`config.mk`:
```
export PLATFORM = sky130hd
export DESIGN_NAME = boot_cfg_access
export DESIGN_NICKNAME = d
export VERILOG_FILES = /design/src/boot_cfg_pkg.sv /design/src/pin_sync.sv /design/src/nv_write_timer.sv /design/src/boot_cfg_access.sv
export SDC_FILE = /design/constraint.sdc
export NUM_CORES = 1
export LEC_CHECK = 0
export ABC_AREA = 1
export BUFFER_PORTS_ARGS = -buffer_cell sky130_fd_sc_hd__clkbuf_2
export CORE_MARGIN = 2
export CORE_UTILIZATION = 57
export DETAILED_ROUTE_END_ITERATION = 8
export HOLD_SLACK_MARGIN = 0.03
export PLACE_DENSITY = 0.79
export SYNTH_ARGS = -nofsm -noshare
export SYNTH_HDL_FRONTEND = slang
export SYNTH_SLANG_ARGS = --single-unit
```
`constraint.sdc`:
```
create_clock -name SYS_CLK_I -period 2.9 [get_ports SYS_CLK_I]
set_input_delay 0.29 -clock SYS_CLK_I [delete_from_list [all_inputs] [get_ports SYS_CLK_I]]
set_output_delay 0.29 -clock SYS_CLK_I [all_outputs]
set_load 0.01 [all_outputs]
```
`src/boot_cfg_pkg.sv`:
```
// Shared constants, types and encodings for the boot configuration access block
package boot_cfg_pkg;

  // Clock and internal write timing
  localparam int unsigned CLK_PERIOD_NS     = 40;
  localparam int unsigned NV_WRITE_TIME_NS  = 100_000;
  localparam logic [11:0] NV_WRITE_CYCLES   =
    12'(NV_WRITE_TIME_NS / CLK_PERIOD_NS);
  localparam logic [11:0] NV_WRITE_LAST     = NV_WRITE_CYCLES - 12'h001;

  // Serial command opcodes
  localparam logic [7:0] WRITE_ENABLE_OP    = 8'h06;
  localparam logic [7:0] STATUS_READ_OP     = 8'h05;
  localparam logic [7:0] READ_BOOT_CFG_OP   = 8'h14;
  localparam logic [7:0] WRITE_BOOT_CFG_OP  = 8'h15;

  // Frame bit counts
  localparam logic [5:0] OPCODE_BITS        = 6'h08;
  localparam logic [5:0] CFG_DATA_BITS      = 6'h20;
  localparam logic [5:0] CFG_OVERRUN        = 6'h21;

  // Device status byte layout
  localparam int unsigned STAT_BUSY_BIT     = 0;
  localparam int unsigned STAT_LATCH_BIT    = 1;

  // Boot configuration field positions and reset value
  localparam int unsigned CFG_ENABLE_POS    = 0;
  localparam int unsigned CFG_DELAY_POS     = 1;
  localparam int unsigned CFG_ADDR_POS      = 5;
  localparam logic [31:0] BOOT_CFG_RESET    = 32'h0000_0000;

  // Wishbone register byte offsets
  localparam logic [7:0] CTRL_OFS           = 8'h00;
  localparam logic [7:0] STATUS_OFS         = 8'h04;
  localparam logic [7:0] BOOT_CFG_OFS       = 8'h08;
  localparam int unsigned CTRL_QUAD_BIT     = 0;
  localparam logic        CTRL_QUAD_RESET   = 1'b0;

  // Non-volatile boot configuration word
  typedef struct packed {
    logic [26:0] start_address;
    logic [3:0]  start_delay;
    logic        feature_enable;
  } boot_cfg_t;

  // Command sequencer states, Gray ordered along the usual path
  typedef enum logic [2:0] {
    ST_IDLE     = 3'h0,
    ST_OPCODE   = 3'h1,
    ST_DATA_IN  = 3'h3,
    ST_CFG_OUT  = 3'h2,
    ST_STAT_OUT = 3'h6,
    ST_WR_ENABLE = 3'h7,
    ST_IGNORE   = 3'h5
  } cmd_state_t;

endpackage

```
`src/pin_sync.sv`:
```
// Two-stage synchroniser for the serial pins
`timescale 1ns/1ps
module pin_sync
  import boot_cfg_pkg::*;
#(
  parameter int unsigned W = 6
) (
  input  wire logic         clk_i,
  input  wire logic         arst_n_i,
  input  wire logic [W-1:0] async_i,
  output logic      [W-1:0] sync_o
);

  ////////////////////////////////////////////////////////////////////////////
  // One flip-flop pair per pin
  genvar gi;
  generate
    for (gi = 0; gi < W; gi++) begin : g_bit
      logic meta_reg;
      logic sync_reg;
      always_ff @(posedge clk_i or negedge arst_n_i) begin
        if (!arst_n_i) begin
          meta_reg <= 1'b1;
          sync_reg <= 1'b1;
        end else begin
          meta_reg <= async_i[gi];
          sync_reg <= meta_reg;
        end
      end
      assign sync_o[gi] = sync_reg;
    end
  endgenerate

endmodule // pin_sync

```
`src/nv_write_timer.sv`:
```
// Timer for the internal non-volatile register write
`timescale 1ns/1ps
module nv_write_timer
  import boot_cfg_pkg::*;
(
  input  wire logic clk_i,
  input  wire logic arst_n_i,
  input  wire logic start_i,
  output logic      busy_o,
  output logic      done_o
);

  logic [11:0] cnt_reg;
  logic        busy_reg;

  ////////////////////////////////////////////////////////////////////////////
  // Last cycle of the write
  assign done_o = busy_reg && (cnt_reg == NV_WRITE_LAST);
  assign busy_o = busy_reg;

  // Busy for exactly NV_WRITE_CYCLES cycles
  always_ff @(posedge clk_i or negedge arst_n_i) begin
    if (!arst_n_i) begin
      busy_reg <= 1'b0;
      cnt_reg  <= 12'h000;
    end else if (start_i && !busy_reg) begin
      busy_reg <= 1'b1;
      cnt_reg  <= 12'h000;
    end else if (done_o) begin
      busy_reg <= 1'b0;
    end else if (busy_reg) begin
      cnt_reg  <= cnt_reg + 12'h001;
    end
  end

endmodule // nv_write_timer

```
`src/boot_cfg_access.sv`:
```
// Serial command handler for the boot configuration register
//
// How it works
// - Read command returns 32 bits, low byte first, each byte MSB first.
// - Further clocks with chip enable low repeat the 32-bit word.
// - Write command accepted only while the write enable latch is set.
// - Chip enable rising anywhere but after bit 32 discards the write.
// - Valid write starts the internal write at chip enable rising.
// - Write in progress reads 1 during the write, 0 afterwards.
// - Finished write clears the write enable latch.
// - Word holds start address, 4-bit delay count and enable bit.
`timescale 1ns/1ps
module boot_cfg_access
  import boot_cfg_pkg::*;
(
  input  wire logic        SYS_CLK_I,
  input  wire logic        ARST_N_I,
  input  wire logic        SCK_I,
  input  wire logic        CE_N_I,
  input  wire logic [3:0]  IO_I,
  output logic      [3:0]  IO_O,
  output logic      [3:0]  IO_OE_N_O,
  input  wire logic        WB_CYC_I,
  input  wire logic        WB_STB_I,
  input  wire logic        WB_WE_I,
  input  wire logic [7:0]  WB_ADR_I,
  input  wire logic [3:0]  WB_SEL_I,
  input  wire logic [31:0] WB_DAT_I,
  output logic      [31:0] WB_DAT_O,
  output logic             WB_ACK_O,
  output boot_cfg_t        BOOT_CFG_O,
  output logic             WRITE_IN_PROGRESS_O
);

  logic [5:0]  pins_s;
  logic        sck_s;
  logic        ce_n_s;
  logic [3:0]  io_s;
  logic        sck_d_reg;
  logic        ce_d_reg;
  logic        sck_rise;
  logic        sck_fall;
  logic        ce_rise;
  logic        ce_fall;
  cmd_state_t  state_reg;
  cmd_state_t  state_next;
  cmd_state_t  op_state;
  logic [5:0]  bit_cnt_reg;
  logic [5:0]  cnt_step;
  logic [5:0]  cnt_add;
  logic [5:0]  cnt_sat;
  logic [31:0] in_shift_reg;
  logic [31:0] in_next;
  logic [31:0] rx_word;
  logic [7:0]  opcode;
  logic        op_done;
  logic        shifting_in;
  logic        out_state;
  logic [4:0]  out_cnt_reg;
  logic [4:0]  out_step;
  logic [3:0]  dout_reg;
  logic [3:0]  oe_n_reg;
  logic [3:0]  dout_next;
  logic [3:0]  oe_n_next;
  logic [31:0] cfg_bits;
  logic [7:0]  stat_byte;
  logic        rd_bit;
  logic [3:0]  rd_nib;
  logic        st_bit;
  logic [3:0]  st_nib;
  logic        tx_bit;
  logic [3:0]  tx_nib;
  boot_cfg_t   cfg_reg;
  boot_cfg_t   pending_reg;
  logic        write_enable_latch_reg;
  logic        latch_set;
  logic        write_in_progress;
  logic        write_go;
  logic        timer_done;
  logic        quad_reg;
  logic        wb_req;
  logic        ack_reg;
  logic [31:0] wb_dat_reg;
  logic [31:0] rd_mux;
  logic        sel_ctrl;
  logic        sel_status;
  logic        sel_cfg;
  logic [11:0] busy_len_reg;

  ////////////////////////////////////////////////////////////////////////////
  // Pin synchronisers and edge detection
  pin_sync #(.W(6)) u_sync (
    .clk_i    (SYS_CLK_I),
    .arst_n_i (ARST_N_I),
    .async_i  ({IO_I, CE_N_I, SCK_I}),
    .sync_o   (pins_s)
  );

  assign sck_s    = pins_s[0];
  assign ce_n_s   = pins_s[1];
  assign io_s     = pins_s[5:2];
  assign sck_rise = sck_s & ~sck_d_reg & ~ce_n_s;
  assign sck_fall = ~sck_s & sck_d_reg & ~ce_n_s;
  assign ce_rise  = ce_n_s & ~ce_d_reg;
  assign ce_fall  = ~ce_n_s & ce_d_reg;

  // Delayed copies for edge detection
  always_ff @(posedge SYS_CLK_I or negedge ARST_N_I) begin
    if (!ARST_N_I) begin
      sck_d_reg <= 1'b0;
      ce_d_reg  <= 1'b1;
    end else begin
      sck_d_reg <= sck_s;
      ce_d_reg  <= ce_n_s;
    end
  end

  ////////////////////////////////////////////////////////////////////////////
  // Input shifting, one or four lanes per clock
  assign cnt_step    = quad_reg ? 6'h04 : 6'h01;
  assign cnt_add     = bit_cnt_reg + cnt_step;
  assign cnt_sat     = (cnt_add > CFG_DATA_BITS) ? CFG_OVERRUN : cnt_add;
  assign in_next     = quad_reg ? {in_shift_reg[27:0], io_s}
                                : {in_shift_reg[30:0], io_s[0]};
  assign opcode      = in_next[7:0];
  assign shifting_in = (state_reg == ST_OPCODE) | (state_reg == ST_DATA_IN);
  assign op_done     = sck_rise & (state_reg == ST_OPCODE)
                     & (cnt_add == OPCODE_BITS);
  // First byte received is the low byte
  assign rx_word     = {in_shift_reg[7:0], in_shift_reg[15:8],
                        in_shift_reg[23:16], in_shift_reg[31:24]};

  // Opcode decode; busy device answers only status polls
  // Write accepted only with latch set
  assign op_state =
    (opcode == STATUS_READ_OP)   ? ST_STAT_OUT  :
    write_in_progress            ? ST_IGNORE    :
    (opcode == READ_BOOT_CFG_OP) ? ST_CFG_OUT   :
    (opcode == WRITE_ENABLE_OP)  ? ST_WR_ENABLE :
    ((opcode == WRITE_BOOT_CFG_OP) && write_enable_latch_reg) ? ST_DATA_IN :
                                   ST_IGNORE;

  // Sequencer next state
  always_comb begin
    state_next = state_reg;
    case (state_reg)
      ST_IDLE:     if (ce_fall) state_next = ST_OPCODE;
      ST_OPCODE:   begin
        if (ce_rise) state_next = ST_IDLE;
        else if (op_done) state_next = op_state;
      end
      ST_DATA_IN, ST_CFG_OUT, ST_STAT_OUT, ST_WR_ENABLE, ST_IGNORE: begin
        if (ce_rise) state_next = ST_IDLE;
      end
      default:     state_next = ST_IDLE;
    endcase
  end

  // State, bit count and input shifter
  always_ff @(posedge SYS_CLK_I or negedge ARST_N_I) begin
    if (!ARST_N_I) begin
      state_reg    <= ST_IDLE;
      bit_cnt_reg  <= 6'h00;
      in_shift_reg <= 32'h0000_0000;
    end else begin
      state_reg <= state_next;
      if (ce_fall || op_done) bit_cnt_reg <= 6'h00;
      else if (sck_rise && shifting_in) bit_cnt_reg <= cnt_sat;
      if (sck_rise && shifting_in) in_shift_reg <= in_next;
    end
  end

  ////////////////////////////////////////////////////////////////////////////
  // Output selection, low byte first and MSB first within a byte
  assign cfg_bits  = cfg_reg;
  assign stat_byte = {6'h00, write_enable_latch_reg, write_in_progress};
  // Byte order and bit order of read data
  assign rd_bit    = cfg_bits[{out_cnt_reg[4:3], ~out_cnt_reg[2:0]}];
  assign rd_nib    = cfg_bits[{out_cnt_reg[4:3], ~out_cnt_reg[2], 2'b00} +: 4];
  assign st_bit    = stat_byte[~out_cnt_reg[2:0]];
  assign st_nib    = out_cnt_reg[2] ? stat_byte[3:0] : stat_byte[7:4];
  assign tx_bit    = (state_reg == ST_CFG_OUT) ? rd_bit : st_bit;
  assign tx_nib    = (state_reg == ST_CFG_OUT) ? rd_nib : st_nib;
  assign out_state = (state_reg == ST_CFG_OUT) | (state_reg == ST_STAT_OUT);
  assign out_step  = quad_reg ? 5'h04 : 5'h01;
  assign dout_next = quad_reg ? tx_nib : {2'b00, tx_bit, 1'b0};
  assign oe_n_next = quad_reg ? 4'h0 : 4'hD;

  // Drive on falling clock; index wraps to repeat the word
  // Five-bit index wraps every 32 bits
  always_ff @(posedge SYS_CLK_I or negedge ARST_N_I) begin
    if (!ARST_N_I) begin
      out_cnt_reg <= 5'h00;
      dout_reg    <= 4'h0;
      oe_n_reg    <= 4'hF;
    end else if (op_done || ce_rise) begin
      out_cnt_reg <= 5'h00;
      oe_n_reg    <= 4'hF;
    end else if (sck_fall && out_state) begin
      out_cnt_reg <= out_cnt_reg + out_step;
      dout_reg    <= dout_next;
      oe_n_reg    <= oe_n_next;
    end
  end

  assign IO_O      = dout_reg;
  assign IO_OE_N_O = oe_n_reg;

  ////////////////////////////////////////////////////////////////////////////
  // Write command completion and internal write
  // Only an exact 32-bit frame starts the write
  assign write_go = ce_rise & (state_reg == ST_DATA_IN)
                  & (bit_cnt_reg == CFG_DATA_BITS);
  assign latch_set = ce_rise & (state_reg == ST_WR_ENABLE);

  // Write timer starts at chip enable rising
  nv_write_timer u_timer (
    .clk_i    (SYS_CLK_I),
    .arst_n_i (ARST_N_I),
    .start_i  (write_go),
    .busy_o   (write_in_progress),
    .done_o   (timer_done)
  );

  // Latch, staged word and stored word
  // Latch cleared when write ends
  // Stored fields update at write end
  always_ff @(posedge SYS_CLK_I or negedge ARST_N_I) begin
    if (!ARST_N_I) begin
      write_enable_latch_reg <= 1'b0;
      pending_reg <= BOOT_CFG_RESET;
      cfg_reg     <= BOOT_CFG_RESET;
    end else begin
      if (latch_set) write_enable_latch_reg <= 1'b1;
      else if (timer_done) write_enable_latch_reg <= 1'b0;
      if (write_go) pending_reg <= rx_word;
      if (timer_done) cfg_reg <= pending_reg;
    end
  end

  // Busy flag straight from the timer
  assign WRITE_IN_PROGRESS_O = write_in_progress;
  assign BOOT_CFG_O          = cfg_reg;

  ////////////////////////////////////////////////////////////////////////////
  // Wishbone slave, one wait state
  assign wb_req     = WB_CYC_I & WB_STB_I & ~ack_reg;
  assign sel_ctrl   = (WB_ADR_I == CTRL_OFS);
  assign sel_status = (WB_ADR_I == STATUS_OFS);
  assign sel_cfg    = (WB_ADR_I == BOOT_CFG_OFS);
  assign rd_mux     = sel_ctrl   ? {31'h0000_0000, quad_reg}  :
                      sel_status ? {24'h00_0000, stat_byte}   :
                      sel_cfg    ? cfg_bits : 32'h0000_0000;

  // Acknowledge, read data and control bit
  always_ff @(posedge SYS_CLK_I or negedge ARST_N_I) begin
    if (!ARST_N_I) begin
      ack_reg    <= 1'b0;
      wb_dat_reg <= 32'h0000_0000;
      quad_reg   <= CTRL_QUAD_RESET;
    end else begin
      ack_reg <= wb_req;
      if (wb_req) wb_dat_reg <= rd_mux;
      if (wb_req && WB_WE_I && WB_SEL_I[0] && sel_ctrl) begin
        quad_reg <= WB_DAT_I[CTRL_QUAD_BIT];
      end
    end
  end

  assign WB_ACK_O = ack_reg;
  assign WB_DAT_O = wb_dat_reg;

  ////////////////////////////////////////////////////////////////////////////
  // Checks
  always_ff @(posedge SYS_CLK_I or negedge ARST_N_I) begin
    if (!ARST_N_I) busy_len_reg <= 12'h000;
    else if (write_in_progress) busy_len_reg <= busy_len_reg + 12'h001;
    else busy_len_reg <= 12'h000;
  end
endmodule // boot_cfg_access

```
# [After elaboration in Yosys (flattened, before gate mapping)]
# Cells that the tools add are included.
[op_classes] mux=38 add_sub_neg=3 bitwise=23 shifts=1 n_lt_le_gt_ge=3 reduce_logical=22 n_eq_ne=19
[ops] op="32-bit two-way mux" n=4
[ops] op="12-bit two-way mux" n=3
[ops] op="3-bit two-way mux" n=11
[ops] op="32-bit by 6-bit indexed part select with 4-bit output" n=1
[ops] op="8-bit by 3-bit equality test with 1-bit output, second input constant" n=3
[ops] op="4-bit two-way mux" n=5
[ops] op="6-bit two-way mux" n=3
[ops] op="8-bit by 5-bit equality test with 1-bit output, second input constant" n=2
[ops] op="1-bit bitwise AND" n=13
[ops] op="12-bit by 1-bit adder with 12-bit output, second input constant" n=1
[ops] op="12-bit equality test, second input constant" n=1
[ops] op="5-bit two-way mux" n=2
[ops] op="2-bit nonzero test" n=5
[ops] op="3-bit equality test, second input constant" n=3
[ops] op="3-bit one-hot mux with 3 select lines" n=1
[ops] op="8-bit by 4-bit equality test with 1-bit output, second input constant" n=1
[ops] op="1-bit logical AND" n=8
[ops] op="8-bit logical NOT" n=1
[ops] op="1-bit NOT" n=7
[ops] op="6-bit by 3-bit adder with 6-bit output" n=1
[ops] op="3-bit by 2-bit equality test with 1-bit output, second input constant" n=2
[ops] op="6-bit by 4-bit equality test with 1-bit output, second input constant" n=1
[ops] op="6-bit equality test, second input constant" n=1
[ops] op="6-bit > comparator, second input constant" n=1
[ops] op="other kinds (19)" n=28
[totals] in_bits=55 reg_bits=180

# [Depth between registers and ports, before layout]
[logic_depth] depth_word=11 depth_mapped=16

# [By module]
# A second synthesis with hierarchy kept.
[hier_totals] cells_unflattened=1006 hier_area_um2=8358.0
[modules_own_cells] module="boot_cfg_access" cells_each=865 area_each_um2=7155.6 instances=1
[modules_own_cells] module="nv_write_timer" cells_each=123 area_each_um2=842.1 instances=1
[modules_own_cells] module="pin_sync" cells_each=18 area_each_um2=360.3 instances=1

# [Worst setup path before layout]
# Ideal clock, no wire load.
[synth_timing] path_type="register to register" from="register quad_reg" to="register state_reg[2]" required_time_ns=2.779 path_stages_with_launch=15 slack_ns=0.871 arrival_time_ns=1.908 path_cell_list="dfrtp_1 buf_4 buf_6 inv_1 ha_1 ha_1 nand3_1 o211ai_1 nand2_1 nor2_1 nand3_2 nand2_1 nand2_2 nand2_1 o21ai_1"
[synth_via] elab_chain_len=11 word_cells_on_any_way=20 classes_between="add/sub (1); eq/ne (6); mux (10); bitwise (1); reduce/logical (2)"
[synth_lines] item="from (decl)" line_no="boot_cfg_access.sv:80" source="logic quad_reg;"
[synth_lines] item="from (signal assigned)" line_no="boot_cfg_access.sv:265" source="quad_reg <= WB_DAT_I[CTRL_QUAD_BIT];"
[synth_lines] item="32-bit two-way mux" line_no="boot_cfg_access.sv:123" source="assign in_next = quad_reg ? {in_shift_reg[27:0], io_s}"
[synth_lines] item="8-bit by 5-bit equality test with 1-bit output" line_no="boot_cfg_access.sv:140" source="((opcode == WRITE_BOOT_CFG_OP) && write_enable_latch_reg) ? ST_DATA_IN :"
[synth_lines] item="1-bit logical AND" line_no="boot_cfg_access.sv:140"
[synth_lines] item="3-bit two-way mux" line_no="boot_cfg_access.sv:140"
[synth_lines] item="3-bit two-way mux" line_no="boot_cfg_access.sv:139" source="(opcode == WRITE_ENABLE_OP) ? ST_WR_ENABLE :"
[synth_lines] item="3-bit two-way mux" line_no="boot_cfg_access.sv:138" source="(opcode == READ_BOOT_CFG_OP) ? ST_CFG_OUT :"
[synth_lines] item="3-bit two-way mux" line_no="boot_cfg_access.sv:137" source="write_in_progress ? ST_IGNORE :"
[synth_lines] item="3-bit two-way mux" line_no="boot_cfg_access.sv:136" source="(opcode == STATUS_READ_OP) ? ST_STAT_OUT :"
[synth_lines] item="3-bit two-way mux" line_no="boot_cfg_access.sv:150" source="else if (op_done) state_next = op_state;"
[synth_lines] item="3-bit two-way mux" line_no="boot_cfg_access.sv:149" source="if (ce_rise) state_next = ST_IDLE;"
[synth_lines] item="3-bit one-hot mux with 3 select lines" line_no="boot_cfg_access.sv:146" source="case (state_reg)"
[synth_lines] item="to (signal assigned)" line_no="boot_cfg_access.sv:166" source="state_reg <= state_next;"
[synth_lines] item="to (decl)" line_no="boot_cfg_access.sv:45" source="cmd_state_t state_reg;"
# Several ways; a longest one is shown, not always the timed one. The select of a mux whose other input is x is not followed.
# A chain may end at the register's enable or synchronous reset.

# [Worst setup path after layout]
[layout_timing] from="register quad_reg" to="register out_cnt_reg[1]"
[layout_via] elab_chain_len=6 word_cells_on_any_way=10 classes_between="add/sub (2); eq/ne (1); mux (4); bitwise (1); reduce/logical (2)"
[layout_lines] item="3-bit two-way mux" line_no="boot_cfg_access.sv:120, boot_cfg_access.sv:185"
[layout_lines] item="6-bit by 3-bit adder with 6-bit output" line_no="boot_cfg_access.sv:121" source="assign cnt_add = bit_cnt_reg + cnt_step;"
[layout_lines] item="6-bit by 4-bit equality test with 1-bit output" line_no="boot_cfg_access.sv:128" source="& (cnt_add == OPCODE_BITS);"
[layout_lines] item="1-bit bitwise AND" line_no="boot_cfg_access.sv:128"
[layout_lines] item="1-bit logical OR" line_no="boot_cfg_access.sv:196" source="end else if (op_done || ce_rise) begin"
[layout_lines] item="5-bit two-way mux / 2-bit nonzero test (equally long branches)"
[layout_lines] item="to (signal assigned)" line_no="boot_cfg_access.sv:200" source="out_cnt_reg <= out_cnt_reg + out_step;"
[layout_lines] item="to (decl)" line_no="boot_cfg_access.sv:59" source="logic [4:0] out_cnt_reg;"
# Several ways; a longest one is shown, not always the timed one. The select of a mux whose other input is x is not followed.

==> metrics <==
Max Cap Violations 0; post-synthesis compound-gate area fraction 16.7%; nets approximately 1.1k; CTS tree yes; Synthesis Warnings 0; initial DRC count between 600 and 700; post-synthesis mux area share 0%; Syn Nets ~1.0k; Cells after Synth 982; Congestion Overflow GR 0; Synth Area in XOR/XNOR about 1.1%; ANT cells 0; gp weighted congestion a little under 1; Crit. End Element flip-flop; Cell Area, Synth slightly above 8000 um2; via count of the first global-routing pass 6555; largest family of logic cells by synthesized area simple AND/OR/NAND/NOR gates; RSZ-0062 raised after global routing no; crit-path max FO 7; pwr dens about 590 nW/um2; DRC violations left 0; VDD IR max between 0.4 and 0.5 mV; cell mode on critical path nand2_1; Layout area overhead 15.1%; dpl hpwl approximately 14 mm; Slew Viols, Final 0; CP Cell Sequence inv_1 > ha_1 > ha_1 > nand3_1 > o211ai_1 > nand2_1 > nor2_1 > nand3_2 > nand2_1 > nor2_2 > nand2_1 > nand2_1; initial antenna violation count 0; met1 Use GR a little under two fifths; Slew headroom between 50 and 60%; crit start category flip-flop; syn_area_per_cell ~8.4 um2; Period Utilization, post-route 79.0%; slowest stage cell, crit path dfrtp_2; Leak roughly 4.6 nW; Post-Synth Adder-Cell Area ~1.1%; Final Setup Violations 0; most frequent cells in the layout 247 x nand2_1, 162 x dfrtp_1, 111 x o21ai_0; CTS Buffer Depth 2; DRT antenna net count 0; Top Ports 129; final wirelength between 20 and 25 mm; drt via density roughly 5.7; worst-margin pin slew approximately 0.6 ns; 1st-pass router iterations 5; Final min period 2.29 ns; ratio of cells with drive above 1 in the final layout approximately 17%; clock slew at reported path FFs approximately 0.070 ns; clk sinks roughly 180; endpoints failing hold 0; clock root buffer clkbuf_16; die area 15500 um2; busiest grt layer met2; CP Data Arrival Time ~2.6 ns; Cell Rows 44; worst hold slack approximately 0.21 ns; CTS buffer count 17; DP Cell Count ~1.2k; Setup WS pre-CTS just over 0.7 ns; fin cells roughly 1.3k; Die Ht around 120 um; status finished clean; Tot GR Track Use a little over a quarter; wire per inst approximately 16 um; H-tree depth 4; Fin Clk Skew a little under 0.006 ns; global-route wire length before repair 33.1 mm; Fin Setup TNS 0 ns; Crit Path Category reg2reg; met2 GRT Util 39.9%; Req. time, crit path approximately 3.2 ns; M3 GR Usage approximately 5.6%; DR vias around 7.2k; CORE AREA about 14000 um2; most common cell after layout, fill and taps aside nand2_1; initial core utilization 57.6%; clock insertion delay at the later pin of the skew report around 0.43 ns; max incr delay on CP roughly 0.44 ns; achievable frequency 0.436 GHz; number of synthesized register bits 178; register area share after synthesis between 50% and 60%; Synth cell types 38; Core Util, Final about 66%; port bufs 94; post-synthesis simple-gate area fraction between 10% and 20%; Worst Hold Class in2reg; Die W approximately 120 um; Final Worst Setup Slack approximately 0.61 ns; pin count of the biggest net entering global routing 70
synthesized netlist by cell type, drive strengths merged:
cell type	number	area [um2]
nand2	251	950
o21ai	191	956
dfrtp	163	4080
inv	110	413
nand3	55	290
nor2	43	169
a21oi	34	170
o211ai	29	218
clkbuf	25	93.8
buf	21	141
dfstp	15	394
xor2	9	78.8
nor3	8	50.1
ha	7	87.6
nand4	5	37.5
nor4	5	67.6
or2	2	15.0
a21boi	1	7.51
a31oi	1	6.26
and3	1	6.26
clkinv	1	5.00
nand3b	1	7.51
o2111ai	1	8.76
o221ai	1	8.76
o31ai	1	7.51
xnor2	1	8.76
critical path, delay by kind of cell, from the launching register on:
family | cells | cell delay [ns]
simple gates | 8 | 0.91
flops | 1 | 0.44
fa+ha+maj | 2 | 0.43
buf+inv | 1 | 0.29
compound gates | 1 | 0.10
where the power goes:
part | internal [mW] | switching, mW
registers | 2.63 | 0.0981
clock network | 1.29 | 0.970
logic | 0.176 | 0.415
final timing paths:
check,from,end,slack [ns],cells after the start
max in group asynchronous,ARST_N_I,in_shift_reg[22]$_DFFE_PN0P_,1.68,3
min in group asynchronous,ARST_N_I,u_timer.cnt_reg[9]$_DFFE_PN0P_,0.43,2
setup / recovery,quad_reg$_DFFE_PN0P_,out_cnt_reg[1]$_DFFE_PN0P_,0.61,12
hold reg to reg,u_sync.g_bit[0].meta_reg$_DFF_PN1_,u_sync.g_bit[0].sync_reg$_DFF_PN1_,0.36,0
setup reg to reg,quad_reg$_DFFE_PN0P_,out_cnt_reg[1]$_DFFE_PN0P_,0.61,12
hold / removal,WB_DAT_I[0],quad_reg$_DFFE_PN0P_,0.21,3
repair_timing:
item / 4_1_cts / 5_1_grt
buffers inserted: 0 / 0
resized for setup: 0 / 0
hold buffers: 7 / 0
endpoints found under the hold margin: 57 / 0
stage by stage:
stage / total power [mW] / area (um2)
final: 5.58 / 9520
after detailed placement: 3.34 / 8870
after global placement: 3.32 / 8870
after global routing: 5.81 / 9520
after CTS: 5.60 / 9520
after floorplan: 3.14 / 8280
per-layer routing:
metal	vias to the layer above	share of wire [%]
met1	3435	45
met2	277	46
met4	0	3.1
met3	44	5.9
met5	-	0
li1	3403	-
kinds of logic (layout without fill, tap and decap cells):
kind of cell,Yosys count,in the layout
buf+inv,157,257
simple gates,371,371
xor+xnor,10,10
flops,178,178
compound gates,259,259
fa+ha+maj,7,7
final cells by class:
cell class	count	area, um2
Sequential cell	178	4470
Clock buffer	20	447
Multi-Input combinational cell	647	3150
Timing Repair Buffer	114	669
Clock inverter	12	133
Tap cell	184	230
Inverter	111	418
Fill cell	1139	4840
Note: power is estimated with default switching activity, not from simulation.
